## src/asr_defs.vh

```
// constants for the async sram host controller
`ifndef ASR_DEFS_VH
`define ASR_DEFS_VH
`define ASR_ADDR_W            14
`define ASR_DATA_W            4
`define ASR_CLK_NS            10
`define ASR_WRITE_PERIOD_MIN  30
`define ASR_READ_PERIOD_MIN   30
`define ASR_SELECT_BEFORE_END 25
`define ASR_ADDR_BEFORE_END   25
`define ASR_DATA_BEFORE_END   15
`define ASR_DATA_AFTER_END    5
`define ASR_ADDR_TO_DATA      30
`define ASR_SELECT_TO_DATA    30
`define ASR_CYC(ns)           (((ns) + `ASR_CLK_NS - 1) / `ASR_CLK_NS)
`define ASR_WR_PULSE_CYC      `ASR_CYC(`ASR_SELECT_BEFORE_END)
`define ASR_WR_HOLD_CYC       `ASR_CYC(`ASR_DATA_AFTER_END)
`define ASR_RD_WAIT_CYC       (`ASR_CYC(`ASR_ADDR_TO_DATA) + 1)
`define ASR_CNT_W             3
`endif

```

## src/asr_sync.v

```verilog
// two-stage synchroniser for the sram data pins
`timescale 1ns/100ps
module asr_sync (
   input  wire       i_clk_sys,
   input  wire       i_rst_n,
   input  wire [3:0] i_async,
   output wire [3:0] o_sync
);
   reg [3:0] meta_reg;
   reg [3:0] sync_reg;
   always @(posedge i_clk_sys) begin
      if (!i_rst_n) begin
         meta_reg <= 4'h0;
         sync_reg <= 4'h0;
      end else begin
         meta_reg <= i_async;
         sync_reg <= meta_reg;
      end
   end
   assign o_sync = sync_reg;
endmodule // asr_sync

```

## src/asr_ctrl.v

```verilog
// host controller driving a 16k x 4 asynchronous sram
// Functional notes
// - 16384 words of 4 bits, no clock
// - write only in select/strobe overlap, 25 ns
// - select and address 25 ns before end
// - data 15 ns before, 5 ns after end
// - write cycles at least 30 ns apart
// - read cycles at least 30 ns apart
// - never fight device driving data pins
`timescale 1ns/100ps
`include "asr_defs.vh"
module asr_ctrl (
   input  wire                     i_clk_sys,
   input  wire                     i_rst_n,
   input  wire                     i_req_valid,
   input  wire                     i_req_write,
   input  wire [`ASR_ADDR_W-1:0]   i_req_addr,
   input  wire [`ASR_DATA_W-1:0]   i_req_wdata,
   output wire                     o_req_ready,
   output reg                      o_rsp_valid,
   output reg  [`ASR_DATA_W-1:0]   o_rsp_rdata,
   output reg  [`ASR_ADDR_W-1:0]   o_mem_addr,
   output reg                      o_mem_select_n,
   output reg                      o_mem_write_strobe_n,
   input  wire [`ASR_DATA_W-1:0]   i_mem_data,
   output reg  [`ASR_DATA_W-1:0]   o_mem_data,
   output reg                      o_mem_data_oe_n
);
   // ************************************
   // states
   // ************************************
   localparam [2:0] ST_IDLE  = 3'h0;
   localparam [2:0] ST_WSET  = 3'h1;
   localparam [2:0] ST_WPUL  = 3'h2;
   localparam [2:0] ST_WHOLD = 3'h3;
   localparam [2:0] ST_RWAIT = 3'h4;
   localparam [2:0] ST_RDONE = 3'h5;
   // cycle counts worked out as integers, then cut to the counter width
   localparam integer          WR_PULSE_I = `ASR_WR_PULSE_CYC;
   localparam integer          WR_HOLD_I  = `ASR_WR_HOLD_CYC;
   localparam integer          RD_WAIT_I  = `ASR_RD_WAIT_CYC;
   localparam [`ASR_CNT_W-1:0] WR_PULSE   = WR_PULSE_I[`ASR_CNT_W-1:0];
   localparam [`ASR_CNT_W-1:0] WR_HOLD    = WR_HOLD_I[`ASR_CNT_W-1:0];
   localparam [`ASR_CNT_W-1:0] RD_WAIT    = RD_WAIT_I[`ASR_CNT_W-1:0];

   reg [2:0]             state_reg;
   reg [`ASR_CNT_W-1:0]  cnt_reg;
   wire [`ASR_DATA_W-1:0] data_sync;

   // ************************************
   // data pin synchroniser
   // ************************************
   asr_sync u_sync (
      .i_clk_sys (i_clk_sys),
      .i_rst_n   (i_rst_n),
      .i_async   (i_mem_data),
      .o_sync    (data_sync)
   );

   assign o_req_ready = (state_reg == ST_IDLE);

   // ************************************
   // access sequencer
   // ************************************
   always @(posedge i_clk_sys) begin
      if (!i_rst_n) begin
         state_reg            <= ST_IDLE;
         cnt_reg              <= {`ASR_CNT_W{1'b0}};
         o_rsp_valid          <= 1'b0;
         o_rsp_rdata          <= {`ASR_DATA_W{1'b0}};
         o_mem_addr           <= {`ASR_ADDR_W{1'b0}};
         o_mem_select_n       <= 1'b1;
         o_mem_write_strobe_n <= 1'b1;
         o_mem_data           <= {`ASR_DATA_W{1'b0}};
         o_mem_data_oe_n      <= 1'b1;
      end else begin
         o_rsp_valid <= 1'b0;
         case (state_reg)
            ST_IDLE: begin
               if (i_req_valid) begin
                  o_mem_addr     <= i_req_addr;
                  o_mem_select_n <= 1'b0;
                  if (i_req_write) begin
                     // strobe low before driving data keeps device floating
                     o_mem_write_strobe_n <= 1'b0;
                     o_mem_data           <= i_req_wdata;
                     state_reg            <= ST_WSET;
                  end else begin
                     cnt_reg   <= RD_WAIT;
                     state_reg <= ST_RWAIT;
                  end
               end
            end
            ST_WSET: begin
               o_mem_data_oe_n <= 1'b0;
               cnt_reg         <= WR_PULSE;
               state_reg       <= ST_WPUL;
            end
            ST_WPUL: begin
               if (cnt_reg == 3'h1) begin
                  o_mem_write_strobe_n <= 1'b1;
                  o_mem_select_n       <= 1'b1;
                  cnt_reg              <= WR_HOLD;
                  state_reg            <= ST_WHOLD;
               end else begin
                  cnt_reg <= cnt_reg - 3'h1;
               end
            end
            ST_WHOLD: begin
               if (cnt_reg == 3'h1) begin
                  o_mem_data_oe_n <= 1'b1;
                  o_rsp_valid     <= 1'b1;
                  state_reg       <= ST_IDLE;
               end else begin
                  cnt_reg <= cnt_reg - 3'h1;
               end
            end
            ST_RWAIT: begin
               if (cnt_reg == 3'h1) begin
                  state_reg <= ST_RDONE;
               end else begin
                  cnt_reg <= cnt_reg - 3'h1;
               end
            end
            ST_RDONE: begin
               o_rsp_rdata    <= data_sync;
               o_rsp_valid    <= 1'b1;
               o_mem_select_n <= 1'b1;
               state_reg      <= ST_IDLE;
            end
            default: begin
               state_reg <= ST_IDLE;
            end
         endcase
      end
   end
endmodule // asr_ctrl

```

## config.mk

```make
export PLATFORM = sky130hd
export DESIGN_NAME = asr_ctrl
export DESIGN_NICKNAME = d
export VERILOG_FILES = /design/src/asr_sync.v /design/src/asr_ctrl.v
export VERILOG_INCLUDE_DIRS = /design/src /design/src/src
export SDC_FILE = /design/constraint.sdc
export NUM_CORES = 1
export LEC_CHECK = 0
export BUFFER_PORTS_ARGS = -buffer_cell sky130_fd_sc_hd__buf_4
export CAP_MARGIN = 10
export CORE_MARGIN = 8
export CORE_UTILIZATION = 49
export CTS_CLUSTER_SIZE = 8
export DETAILED_ROUTE_END_ITERATION = 12
export PLACE_DENSITY = 0.77
export SYNTH_ARGS = -nofsm -noshare
export SYNTH_HDL_FRONTEND = slang
export SYNTH_SLANG_ARGS = --single-unit
```

## constraint.sdc

```tcl
create_clock -name i_clk_sys -period 1.8 [get_ports i_clk_sys]
set_clock_uncertainty 0.2 [all_clocks]
set_input_delay 0 -clock i_clk_sys [delete_from_list [all_inputs] [get_ports i_clk_sys]]
set_output_delay 0 -clock i_clk_sys [all_outputs]
set_load 0.02 [all_outputs]
```

Word-level counts from Yosys, hierarchy flattened --
Cells that the tools add are included.
Operators by class: multiplexer cells 20, add/subtract/negate cells 1, reduce and logical (&&, ||, !) cells 13, eq/ne operators 13
Operators with widths (count):
- 3-bit two-way mux | 9
- 3-bit case mux with 5 select lines | 1
- 2-bit != test (second input constant) | 7
- 3-bit case mux with 4 select lines | 1
- 4-bit AND reduction | 3
- 3-bit by 1-bit == test with 1-bit output (second input constant) | 2
- 3-bit by 2-bit == test with 1-bit output (second input constant) | 2
- 3-bit == test (second input constant) | 2
- 1-bit case mux with 2 select lines | 3
- 3-bit AND reduction | 2
- 1-bit two-way mux | 5
- 2-bit AND reduction | 2
- 2-bit nonzero test | 2
- 4-bit nonzero test | 1
- 3-bit logical NOT | 1
- 1-bit case mux with 3 select lines | 1
- 3-bit nonzero test | 1
- 3-bit by 1-bit subtractor with 3-bit output (second input constant) | 1
- 2-bit OR reduction | 1
Word-level totals: register bits 40, output and inout bits 27, logic and storage cells 58

Longest topological paths before layout --
Gate-level depths: netlist (run 1).
depth after elaboration 4, mapped depth 6, mapped depth without buffers 6

Hierarchy --
Synthesis (run 1) repeated with hierarchy kept, for this count alone.
Second synthesis, totals: cell total of the unflattened synthesis 179, area total of the unflattened synthesis 1625.3 sq um
By module, submodules not included:
- asr_ctrl | instances 1, cells each 163, area each 1415.1 sq um
- asr_sync | instances 1, cells each 16, area each 210.2 sq um

Least setup slack after synthesis (run 1) --
No wires, ideal clock.
path type register to register, start reg state_reg[0], end reg o_mem_addr[5], stages on the path, launching flop included 7, slack -0.073 ns, arrival time 1.554 ns, clock period less this slack 1.873 ns, setup time 0.118 ns, required time 1.482 ns, cell sequence dfxtp_1 buf_6 nor3_1 nand2_1 buf_2 nand2_1 a21boi_2
On the way: longest elaborated chain between the ends 2
Ends and longest elaborated chain:
- from (decl) | line asr_ctrl.v:46 | reg [2:0] state_reg;
- from (signal assigned) | line asr_ctrl.v:67 | state_reg <= ST_IDLE;
- from (signal assigned) | line asr_ctrl.v:87 | state_reg <= ST_WSET;
- from (signal assigned) | line asr_ctrl.v:90 | state_reg <= ST_RWAIT;
- 3-bit logical NOT
- named net o_req_ready | line asr_ctrl.v:19 | output wire o_req_ready,
- 2-bit AND reduction (no line)
- to (signal assigned) | line asr_ctrl.v:71 | o_mem_addr <= {`ASR_ADDR_W{1'b0}};
- to (signal assigned) | line asr_ctrl.v:81 | o_mem_addr <= i_req_addr;
- to (decl) | line asr_ctrl.v:22 | output reg [`ASR_ADDR_W-1:0] o_mem_addr,
The timed path passes the listed nets, and every way through them passes these cells. A chain may end at the register's enable or synchronous reset.

Worst setup path after layout (run 1) --
start reg cnt_reg[1], end reg cnt_reg[2]
On the way: longest elaborated chain between the ends 3, elaborated cells on any way between the ends 7, those cells by class 1 x add/sub; 2 x eq/ne; 3 x mux; 1 x reduce/logical
Ends and longest elaborated chain:
- from (decl) | line asr_ctrl.v:47 | reg [`ASR_CNT_W-1:0] cnt_reg;
- from (signal assigned) | line asr_ctrl.v:68 | cnt_reg <= {`ASR_CNT_W{1'b0}};
- from (signal assigned) | line asr_ctrl.v:106 | cnt_reg <= cnt_reg - 3'h1;
- from (signal assigned) | line asr_ctrl.v:115 | cnt_reg <= cnt_reg - 3'h1;
- 3-bit by 1-bit subtractor with 3-bit output or 3-bit by 1-bit == test with 1-bit output (tied branches)
- 3-bit two-way mux (tied with other cells) | line asr_ctrl.v:110, asr_ctrl.v:119
- 3-bit case mux with 4 select lines or 4-bit AND reduction (tied branches)
Several ways; a longest one is shown, not always the timed one. The select of a mux whose other input is x is not followed.

==> impl_metrics.tcl, run 1 <==
set metrics [dict create \
    status "finished, final reports clean" \
    start_kind "flop" \
    finalWorstSetupSlack_ns 0.0552 \
    reg2reg_depth 6 \
    synth_edf_count 0 \
    syn_area_per_cell_um2 9.19 \
    worstSkewPairLatency_ns 0.35 \
    pre_cts_ws_ns 0.0129 \
    worstPathArrival_ns 1.80 \
    place_congestion 0.886 \
    critPathTopFamily "compound AO/OA/AOI/OAI gates" \
    cts_buffer_depth 2 \
    yosysWarnings 0 \
    crit_path_cell_trace "inv_1 -> ha_1 -> nor2b_4 -> a221oi_4 -> nor3b_1 -> o21a_1" \
    grt_overflow 0 \
    clock-sinks 40 \
    detail_route.first_pass.iterations 4 \
    powerDensity_mw_per_mm2 890 \
    chipHeight_um 76.0 \
    drcViolationCount 0 \
    post_cts_buffers 0 \
    synthDistinctLibCells 40 \
    ctsRootBufferMaster "clkbuf_4" \
    grt_max_degree 41 \
    crit_cells 6 \
    required_ns 1.86 \
    top_register "o_mem_addr" \
    cts_htree_levels 2 \
    wl_per_cell_um 13.5 \
    period_share_pct 96.9 \
    r2r_slack_ns 0.06 \
    end_kind "flop" \
    grt_use_total_pct 15.2 \
    grt_pass1_vias 1600 \
    min-delay-start "i_req_addr[9]" \
    die_area_mm2 0.00578 \
    yosys_register_bits 40 \
    boundaryPins 53 \
    start_util_pct 49.7 \
    vias_per_cell 4.83 \
    synth_top_area_cell "dfxtp_1" \
    coreArea_mm2 0.00355 \
    crit_buf_inv 1 \
    seq_area_frac_synth_pct 45.4 \
    area_delta_synth_final_pct 48.0 \
    final_util_pct 73.5 \
    antenna_found_initial 0 \
    hold_path_end "o_mem_addr[9]" \
    r2r-end "cnt_reg[2]" \
    min_path_type "input pin to flop" \
    port_buffers 52 \
    fmax_mhz 573 \
    min_path_cells 4 \
    cts.clk_slew.worst_paths_ns 0.12 \
    leakagePower_nw 1.08 \
    netlist_area_mm2 0.00176 \
    cts_buffers 5 \
    drt_wl_total_um 4400 \
    tightest_slew_ns 0.401 \
    cts_tree "done" \
    synthesis.nets 220 \
    hpwl_um 2910 \
    maxCapViolations 0 \
    drive_gt1_share_pct 34.5 \
    hold_viol_final 0 \
    r2r-start "cnt_reg[1]" \
    total_power_mw 2.32 \
    fillers 275 \
    synthTopCellsByArea "dfxtp_1 (45%), nand2_1 (7.4%), a21boi_2 (6.4%)" \
    syn_inst 192 \
    vias 1574 \
    ant_nets 0 \
    vdd_ir_drop_max_mv 0.619 \
    yosysTopAreaCellShare_pct 45.4 \
    fin_nets 305 \
    setup_viol 0 \
    yosysMostFrequentCell "dfxtp_1" \
    rows 22 \
    drt_iter0_drc 95 \
    final_cells 326 \
    grt_pass1_wl_um 7440 \
    cp_max_fo 5 \
    yosys_most_used_dff "dfxtp_1" \
    synthArstFlopShare_pct 0 \
    crit_type "flop to flop" \
    final_max_slew_viol_count 0 \
    critPathSlowestCell "dfxtp_1" \
    fp.dieW_um 76.0 \
    max_slew_margin_pct 73.2 \
    max_stage_delay_ns 0.36 \
    period_needed_ns 1.74 \
    dpl.cell_count 288 \
    yosys-top-cells-count "dfxtp_1 (40), nand2_1 (35), nand2_2 (11)" \
    grt_setup_unrepaired "true" \
    diodes 0 \
    largest_reg_flops 14 \
]
-- worst reg2reg max path, delay by kind of cell, from the launching register on --
kind / cells / cell delay (ns)
flip-flops: 1 / 0.36
adder cells (fa/ha/maj): 1 / 0.23
AO/OA/AOI/OAI: 2 / 0.52
buffers and inverters: 1 / 0.07
AND/OR/NAND/NOR: 2 / 0.26
-- where the power goes --
group	switching, mW	leakage [nW]	total (mW)	internal, mW
Clock	0.302	0.0412	0.591	0.290
Combinational	0.350	0.711	0.697	0.347
Sequential	0.0723	0.328	1.04	0.964
Total	0.724	1.08	2.32	1.60
-- worst max path at each step --
| stage | from | end |
|---|---|---|
| floorplan | cnt_reg[1] | cnt_reg[2] |
| global placement | cnt_reg[1] | cnt_reg[2] |
| detailed placement | cnt_reg[1] | cnt_reg[2] |
| CTS | cnt_reg[1] | cnt_reg[2] |
| global route | cnt_reg[1] | cnt_reg[2] |
| finish | cnt_reg[1] | cnt_reg[2] |
-- logic make-up after synthesis --
kind of cell	synth area share [%]
AO/OA/AOI/OAI	20.1
XOR/XNOR	0.497
adder cells (fa/ha/maj)	1.42
buffers and inverters	4.40
flip-flops	45.4
multiplexers	0.567
AND/OR/NAND/NOR	27.6
-- cell type report --
| class | count | area, µm² | share of cell area [%] |
|---|---|---|---|
| clock buffer | 5 | 37.5 | 1.44 |
| clock inverter | 3 | 42.5 | 1.63 |
| inverter | 3 | 11.3 | 0.431 |
| multi-input combinational | 137 | 907 | 34.7 |
| sequential | 40 | 802 | 30.7 |
| tap | 48 | 60.1 | 2.30 |
| timing repair buffer | 90 | 751 | 28.7 |
-- what timing repair did --
| action | in CTS | in global routing |
|---|---|---|
| resized for setup | 0 | 3 |
| hold endpoints to repair | 40 | 0 |
| endpoints found under the setup margin | 0 | 7 |
| hold buffers | 30 | 0 |
-- metal layers --
| metal | global-route usage, % | vias to the layer above | wire length, µm | share of wire, % |
|---|---|---|---|---|
| li1 | - | 817 | - | - |
| met2 | 25.5 | 38 | 2200 | 50 |
| met3 | 4.36 | 7 | 256 | 5.8 |
| met4 | 6.27 | 0 | 60 | 1.4 |
| met5 | 0 | - | 0 | 0 |
| met1 | 17.4 | 712 | 1890 | 43 |
-- through the flow --
| step | hold slack, ns | setup TNS (ns) | area (µm²) |
|---|---|---|---|
| final | 0.232 | 0 | 2610 |
| after global routing | 0.223 | -0.0585 | 2610 |
| after CTS | 0.224 | 0 | 2590 |
| after detailed placement | 0.0108 | 0 | 2210 |
| after global placement | 0.00771 | 0 | 2210 |
| after floorplan | -0.0733 | 0 | 1770 |
-- cells in the final DEF (no fill, tap or decap), types with 2 or more instances in the layout --
cell type / synthesis / final
clkbuf_4: 0 / 5
nor3_1: 3 / 2
ha_1: 2 / 2
o21ai_0: 5 / 5
inv_1: 3 / 3
nor3b_1: 3 / 3
and2_1: 9 / 9
o21a_1: 2 / 2
a21boi_1: 8 / 8
nor3_2: 1 / 2
dlygate4sd3_1: 0 / 30
dfxtp_1: 40 / 39
a21boi_0: 5 / 5
a21o_1: 2 / 2
nand3b_1: 2 / 2
nor2_1: 2 / 2
a21oi_1: 3 / 3
nand3_1: 9 / 9
buf_4: 0 / 60
nand2_2: 11 / 11
nand2_1: 35 / 35
o21ai_1: 2 / 2
a21boi_2: 10 / 10
nand2b_1: 6 / 6
(Power assumes the default switching activity.)
==> run 2: changes to the inputs <==
==> constraint.sdc (replaced) <==
create_clock -name i_clk_sys -period 1.8 [get_ports i_clk_sys]
set_clock_uncertainty 0.2 [all_clocks]
set_input_delay 0 -clock i_clk_sys [delete_from_list [all_inputs] [get_ports i_clk_sys]]
set_output_delay 0 -clock i_clk_sys [all_outputs]
set_load 0.005 [all_outputs]
==> impl_metrics.tcl, run 2 (synthesis gave the netlist of run 1 again) <==
set metrics [dict create \
    multi_input_area_um2 902 \
    largest_reg_flops 14 \
    final_common_cell "buf_4" \
    worstSkewPairLatency_ns 0.34 \
    vdd_ir_drop_max_mv 0.584 \
    max_stage_delay_ns 0.35 \
    vias_per_cell 4.85 \
    wl_per_cell_um 13.2 \
    hold_slack_ns 0.244 \
    cts_htree_levels 2 \
    dpl-instance-area_mm2 0.00219 \
    rows 22 \
    tns_ns 0 \
    ant_nets 0 \
    critPathTopFamily "compound AO/OA/AOI/OAI gates" \
    cts_buffers 5 \
    clock-sinks 40 \
    required_ns 1.84 \
    period_needed_ns 1.70 \
    total_power_mw 2.07 \
    mostFrequentLayoutCells "buf_4 (57), dfxtp_1 (40), nand2_1 (35), dlygate4sd3_1 (30), nand2_2 (11)" \
    cts_buffer_depth 2 \
    drt_wl_total_um 4260 \
    finalInstanceArea_mm2 0.00256 \
    pre_cts_ws_ns 0.0336 \
    antenna_found_initial 0 \
    post_cts_buffers 0 \
    use_met3_pct 4.83 \
    detail_route.first_pass.iterations 4 \
    crit_buf_inv 1 \
    chipHeight_um 76.0 \
    vias 1565 \
    maxCapViolations 0 \
    fillers 286 \
    tightest_slew_ns 0.451 \
    grt_overflow 0 \
    status "finished, final reports clean" \
    top_register "o_mem_addr" \
    powerDensity_mw_per_mm2 809 \
    dpl.cell_count 286 \
    start_util_pct 49.7 \
    crit_type "flop to flop" \
    drt_iter0_drc 106 \
    grt_pass1_wl_um 7170 \
    top_usage_layer "met2" \
    start_kind "flop" \
    worstPathArrival_ns 1.74 \
    min_path_type "input pin to flop" \
    final_util_pct 72.2 \
    cts_tree "done" \
    crit_path_cell_trace "inv_1 -> ha_1 -> nor2b_4 -> a221oi_4 -> nor3b_1 -> o21a_1" \
    period_share_pct 94.4 \
    hold_viol_final 0 \
    diodes 0 \
    setup_viol 0 \
    place_congestion 0.900 \
    drive_gt1_share_pct 33.1 \
    grt_setup_unrepaired "true" \
    final_max_slew_viol_count 0 \
    cts.clk_slew.worst_paths_ns 0.11 \
    grt_max_degree 41 \
    port_buffers 52 \
    hpwl_um 2810 \
    area_delta_synth_final_pct 45.3 \
    cp_max_fo 5 \
    seq_area_um2 801 \
    fp.dieW_um 76.0 \
    coreArea_mm2 0.00355 \
    critPathSlowestCell "dfxtp_1" \
    finalWorstSetupSlack_ns 0.101 \
    ctsRootBufferMaster "clkbuf_4" \
    use_met2_pct 24.4 \
    grt_use_total_pct 14.8 \
    end_kind "flop" \
    fin_nets 303 \
    use_met1_pct 17.7 \
    max_slew_margin_pct 69.9 \
    drcViolationCount 0 \
    leakagePower_nw 1.06 \
    die_area_mm2 0.00578 \
    boundaryPins 53 \
    fmax_mhz 589 \
    grt_pass1_vias 1496 \
    final_cells 323 \
]
[run 2: cell type report]
| type | count | area share (%) |
|---|---|---|
| clock buffer | 5 | 1.46 |
| inverter | 3 | 0.439 |
| timing repair buffer | 88 | 28.8 |
| multi-input combinational | 137 | 35.2 |
| sequential | 40 | 31.2 |
| clock inverter | 2 | 0.488 |
| tap | 48 | 2.34 |
[run 2: timing repair]
item / in CTS / in global routing
hold buffers: 30 / 0
hold endpoints to repair: 40 / 0
gates resized for setup: 0 / 3
endpoints found under the setup margin: 0 / 7
[run 2: metal layers]
| metal | vias up | part of all wire, % | routed length [µm] |
|---|---|---|---|
| met1 | 713 | 44 | 1860 |
| met3 | 5 | 5.6 | 240 |
| met2 | 37 | 50 | 2110 |
| li1 | 810 | - | - |
| met4 | 0 | 1.0 | 43 |
| met5 | - | 0 | 0 |
[run 2: worst reg2reg max path, delay by kind of cell, from the launching register on]
family,cells,cell delay [ns]
buf+inv,1,0.06
fa+ha+maj,1,0.22
flops,1,0.35
simple gates,2,0.24
compound gates,2,0.53
[run 2: final timing paths]
| check | end | depth (start not counted) | start | slack, ns |
|---|---|---|---|---|
| hold / removal | o_mem_addr[12] | 4 | i_req_addr[12] | 0.24 |
| hold reg to reg | u_sync.o_sync[3] | 1 | u_sync.meta_reg[3] | 0.25 |
| setup reg to reg | cnt_reg[2] | 6 | cnt_reg[1] | 0.10 |
| setup / recovery | cnt_reg[2] | 6 | cnt_reg[1] | 0.10 |
[run 2: report_power, final]
group / internal, mW / total [mW] / switching [mW]
Clock: 0.142 / 0.421 / 0.278
Sequential: 0.963 / 1.03 / 0.0696
Combinational: 0.337 / 0.620 / 0.284
==> run 3: changes to the inputs <==
--- a/config.mk
+++ b/config.mk
@@ -8,6 +8,7 @@
 export LEC_CHECK = 0
 export BUFFER_PORTS_ARGS = -buffer_cell sky130_fd_sc_hd__buf_4
 export CAP_MARGIN = 10
+export CORE_ASPECT_RATIO = 1.2
 export CORE_MARGIN = 8
 export CORE_UTILIZATION = 49
 export CTS_CLUSTER_SIZE = 8
==> constraint.sdc (replaced) <==
create_clock -name i_clk_sys -period 2.05 [get_ports i_clk_sys]
set_clock_uncertainty 0.2 [all_clocks]
set_input_delay 0 -clock i_clk_sys [delete_from_list [all_inputs] [get_ports i_clk_sys]]
set_output_delay 0 -clock i_clk_sys [all_outputs]
set_load 0.005 [all_outputs]
==> impl_metrics.tcl, run 3 (synthesis gave the netlist of run 1 again) <==
set metrics [dict create \
    grt_pass1_wl_um 7200 \
    fmax_mhz 507 \
    drive_gt1_share_pct 33.3 \
    grt_max_degree 41 \
    grt_use_total_pct 15.7 \
    post_cts_buffers 0 \
    dpl-instance-area_mm2 0.00218 \
    hold_viol_final 0 \
    maxCapViolations 0 \
    tightest_slew_ns 0.557 \
    period_share_pct 96.1 \
    mostFrequentLayoutCells "buf_4 (58), dfxtp_1 (40), nand2_1 (35), dlygate4sd3_1 (31), nand2_2 (11)" \
    swShare_pct 29.6 \
    leakagePower_nw 1.08 \
    drt_iter0_drc 81 \
    diodes 0 \
    end_kind "flop" \
    start_util_pct 49.8 \
    final_common_cell "buf_4" \
    largest_reg_flops 14 \
    cts_htree_levels 2 \
    area_delta_synth_final_pct 46.3 \
    max_slew_margin_pct 62.8 \
    boundaryPins 53 \
    hold_slack_ns 0.0422 \
    vias 1625 \
    start_kind "input pin" \
    place_congestion 0.862 \
    min_path_type "input pin to flop" \
    cts_buffer_depth 2 \
    cp_max_fo 4 \
    crit_type "input pin to flop" \
    coreArea_mm2 0.00354 \
    clkPwrFrac_pct 25.5 \
    cts_tree "done" \
    chipHeight_um 81.7 \
    die_area_mm2 0.00578 \
    pwr-share-seq_pct 46.7 \
    ant_nets 0 \
    detail_route.first_pass.iterations 4 \
    worstPathArrival_ns 1.95 \
    top_register "o_mem_addr" \
    vdd_ir_drop_max_mv 0.517 \
    cts.clk_slew.worst_paths_ns 0.07 \
    antenna_found_initial 0 \
    pwr-share-comb_pct 27.8 \
    powerDensity_mw_per_mm2 752 \
    vias_per_cell 5.16 \
    final_cells 315 \
    drt_wl_total_um 4370 \
    finalInstanceArea_mm2 0.00258 \
    tns_ns 0 \
    port_buffers 52 \
    fin_nets 304 \
    clock-sinks 40 \
    drcViolationCount 0 \
    grt_setup_unrepaired "false" \
    setup_viol 0 \
    required_ns 2.03 \
    wl_per_cell_um 13.9 \
    ctsRootBufferMaster "clkbuf_8" \
    cts_buffers 5 \
    worstSkewPairLatency_ns 0.29 \
    period_needed_ns 1.97 \
    dpl.cell_count 277 \
    final_max_slew_viol_count 0 \
    fp.dieW_um 70.8 \
    switching_power_mw 0.574 \
    grt_overflow 0 \
    status "finished, final reports clean" \
    grt_pass1_vias 1603 \
    rows 24 \
    power.internal_mw 1.37 \
    hpwl_um 2880 \
]
==> run 3: cell count changes in the layout (fill, tap and decap cells not counted) <==
cell | previous run | this run
clkbuf_4 | 5 | 0
nand2b_4 | 0 | 1
nand2b_1 | 6 | 5
clkbuf_8 | 0 | 5
nor2b_2 | 1 | 2
a221oi_2 | 0 | 1
dlygate4sd3_1 | 30 | 31
nor2b_4 | 1 | 0
buf_6 | 1 | 0
a221oi_4 | 1 | 0
buf_4 | 57 | 58
==> run 3: final cells by class <==
cell class                      count  area, µm²
Fill cell                         281        962
Multi-Input combinational cell    137        893
Sequential cell                    40        801
Timing Repair Buffer               89        746
Clock buffer                        5       68.8
Tap cell                           39       48.8
Clock inverter                      2       12.5
Inverter                            3       11.3
==> run 3: timing repair <==
| action | 4_1_cts | 5_1_grt |
|---|---|---|
| hold buffers | 31 | 0 |
| hold endpoints to repair | 39 | 0 |
| resized for setup | 0 | 1 |
| endpoints found under the setup margin | 0 | 1 |
==> run 3: path summary, 6_finish.rpt <==
path / startpoint / end / slack, ns / cells after the start
hold reg to reg: u_sync.meta_reg[2] / u_sync.o_sync[2] / 0.24 / 1
hold / removal: i_req_write / state_reg[0] / 0.04 / 5
setup reg to reg: state_reg[1] / state_reg[2] / 0.20 / 4
setup / recovery: i_req_valid / state_reg[2] / 0.08 / 6
==> run 3: metal layers <==
metal / share of wire [%] / track usage [%] / vias to the layer above
li1: - / - / 814
met1: 38 / 15.2 / 753
met2: 53 / 29.1 / 50
met3: 6.8 / 6.35 / 8
met4: 2.0 / 6.88 / 0
met5: 0 / 0 / -
==> run 3: stage by stage <==
stage               util, %  setup slack (ns)  power, mW
global route           72.8            0.0474       2.06
detailed placement     61.6             0.250       1.41
CTS                    72.6            0.0633       1.96
global placement       61.6             0.286       1.40
finish                 72.8            0.0795       1.94
floorplan                 -             0.401       1.23
==> run 3: critical path: stages <==
cell and delay, ns:
dlygate4sd3_1 0.55, buf_4 0.16, nand2b_4 0.07, dlygate4sd3_1 0.56
a21oi_1 0.06, dlygate4sd3_1 0.55
==> run 3: power by group through the flow <==
stage | clock network, mW | registers, mW | logic [mW]
after floorplan | 0 | 0.900 | 0.325
after global placement | 0 | 0.920 | 0.483
after detailed placement | 0 | 0.922 | 0.489
after CTS | 0.511 | 0.904 | 0.540
after global routing | 0.549 | 0.917 | 0.594
final | 0.496 | 0.907 | 0.539
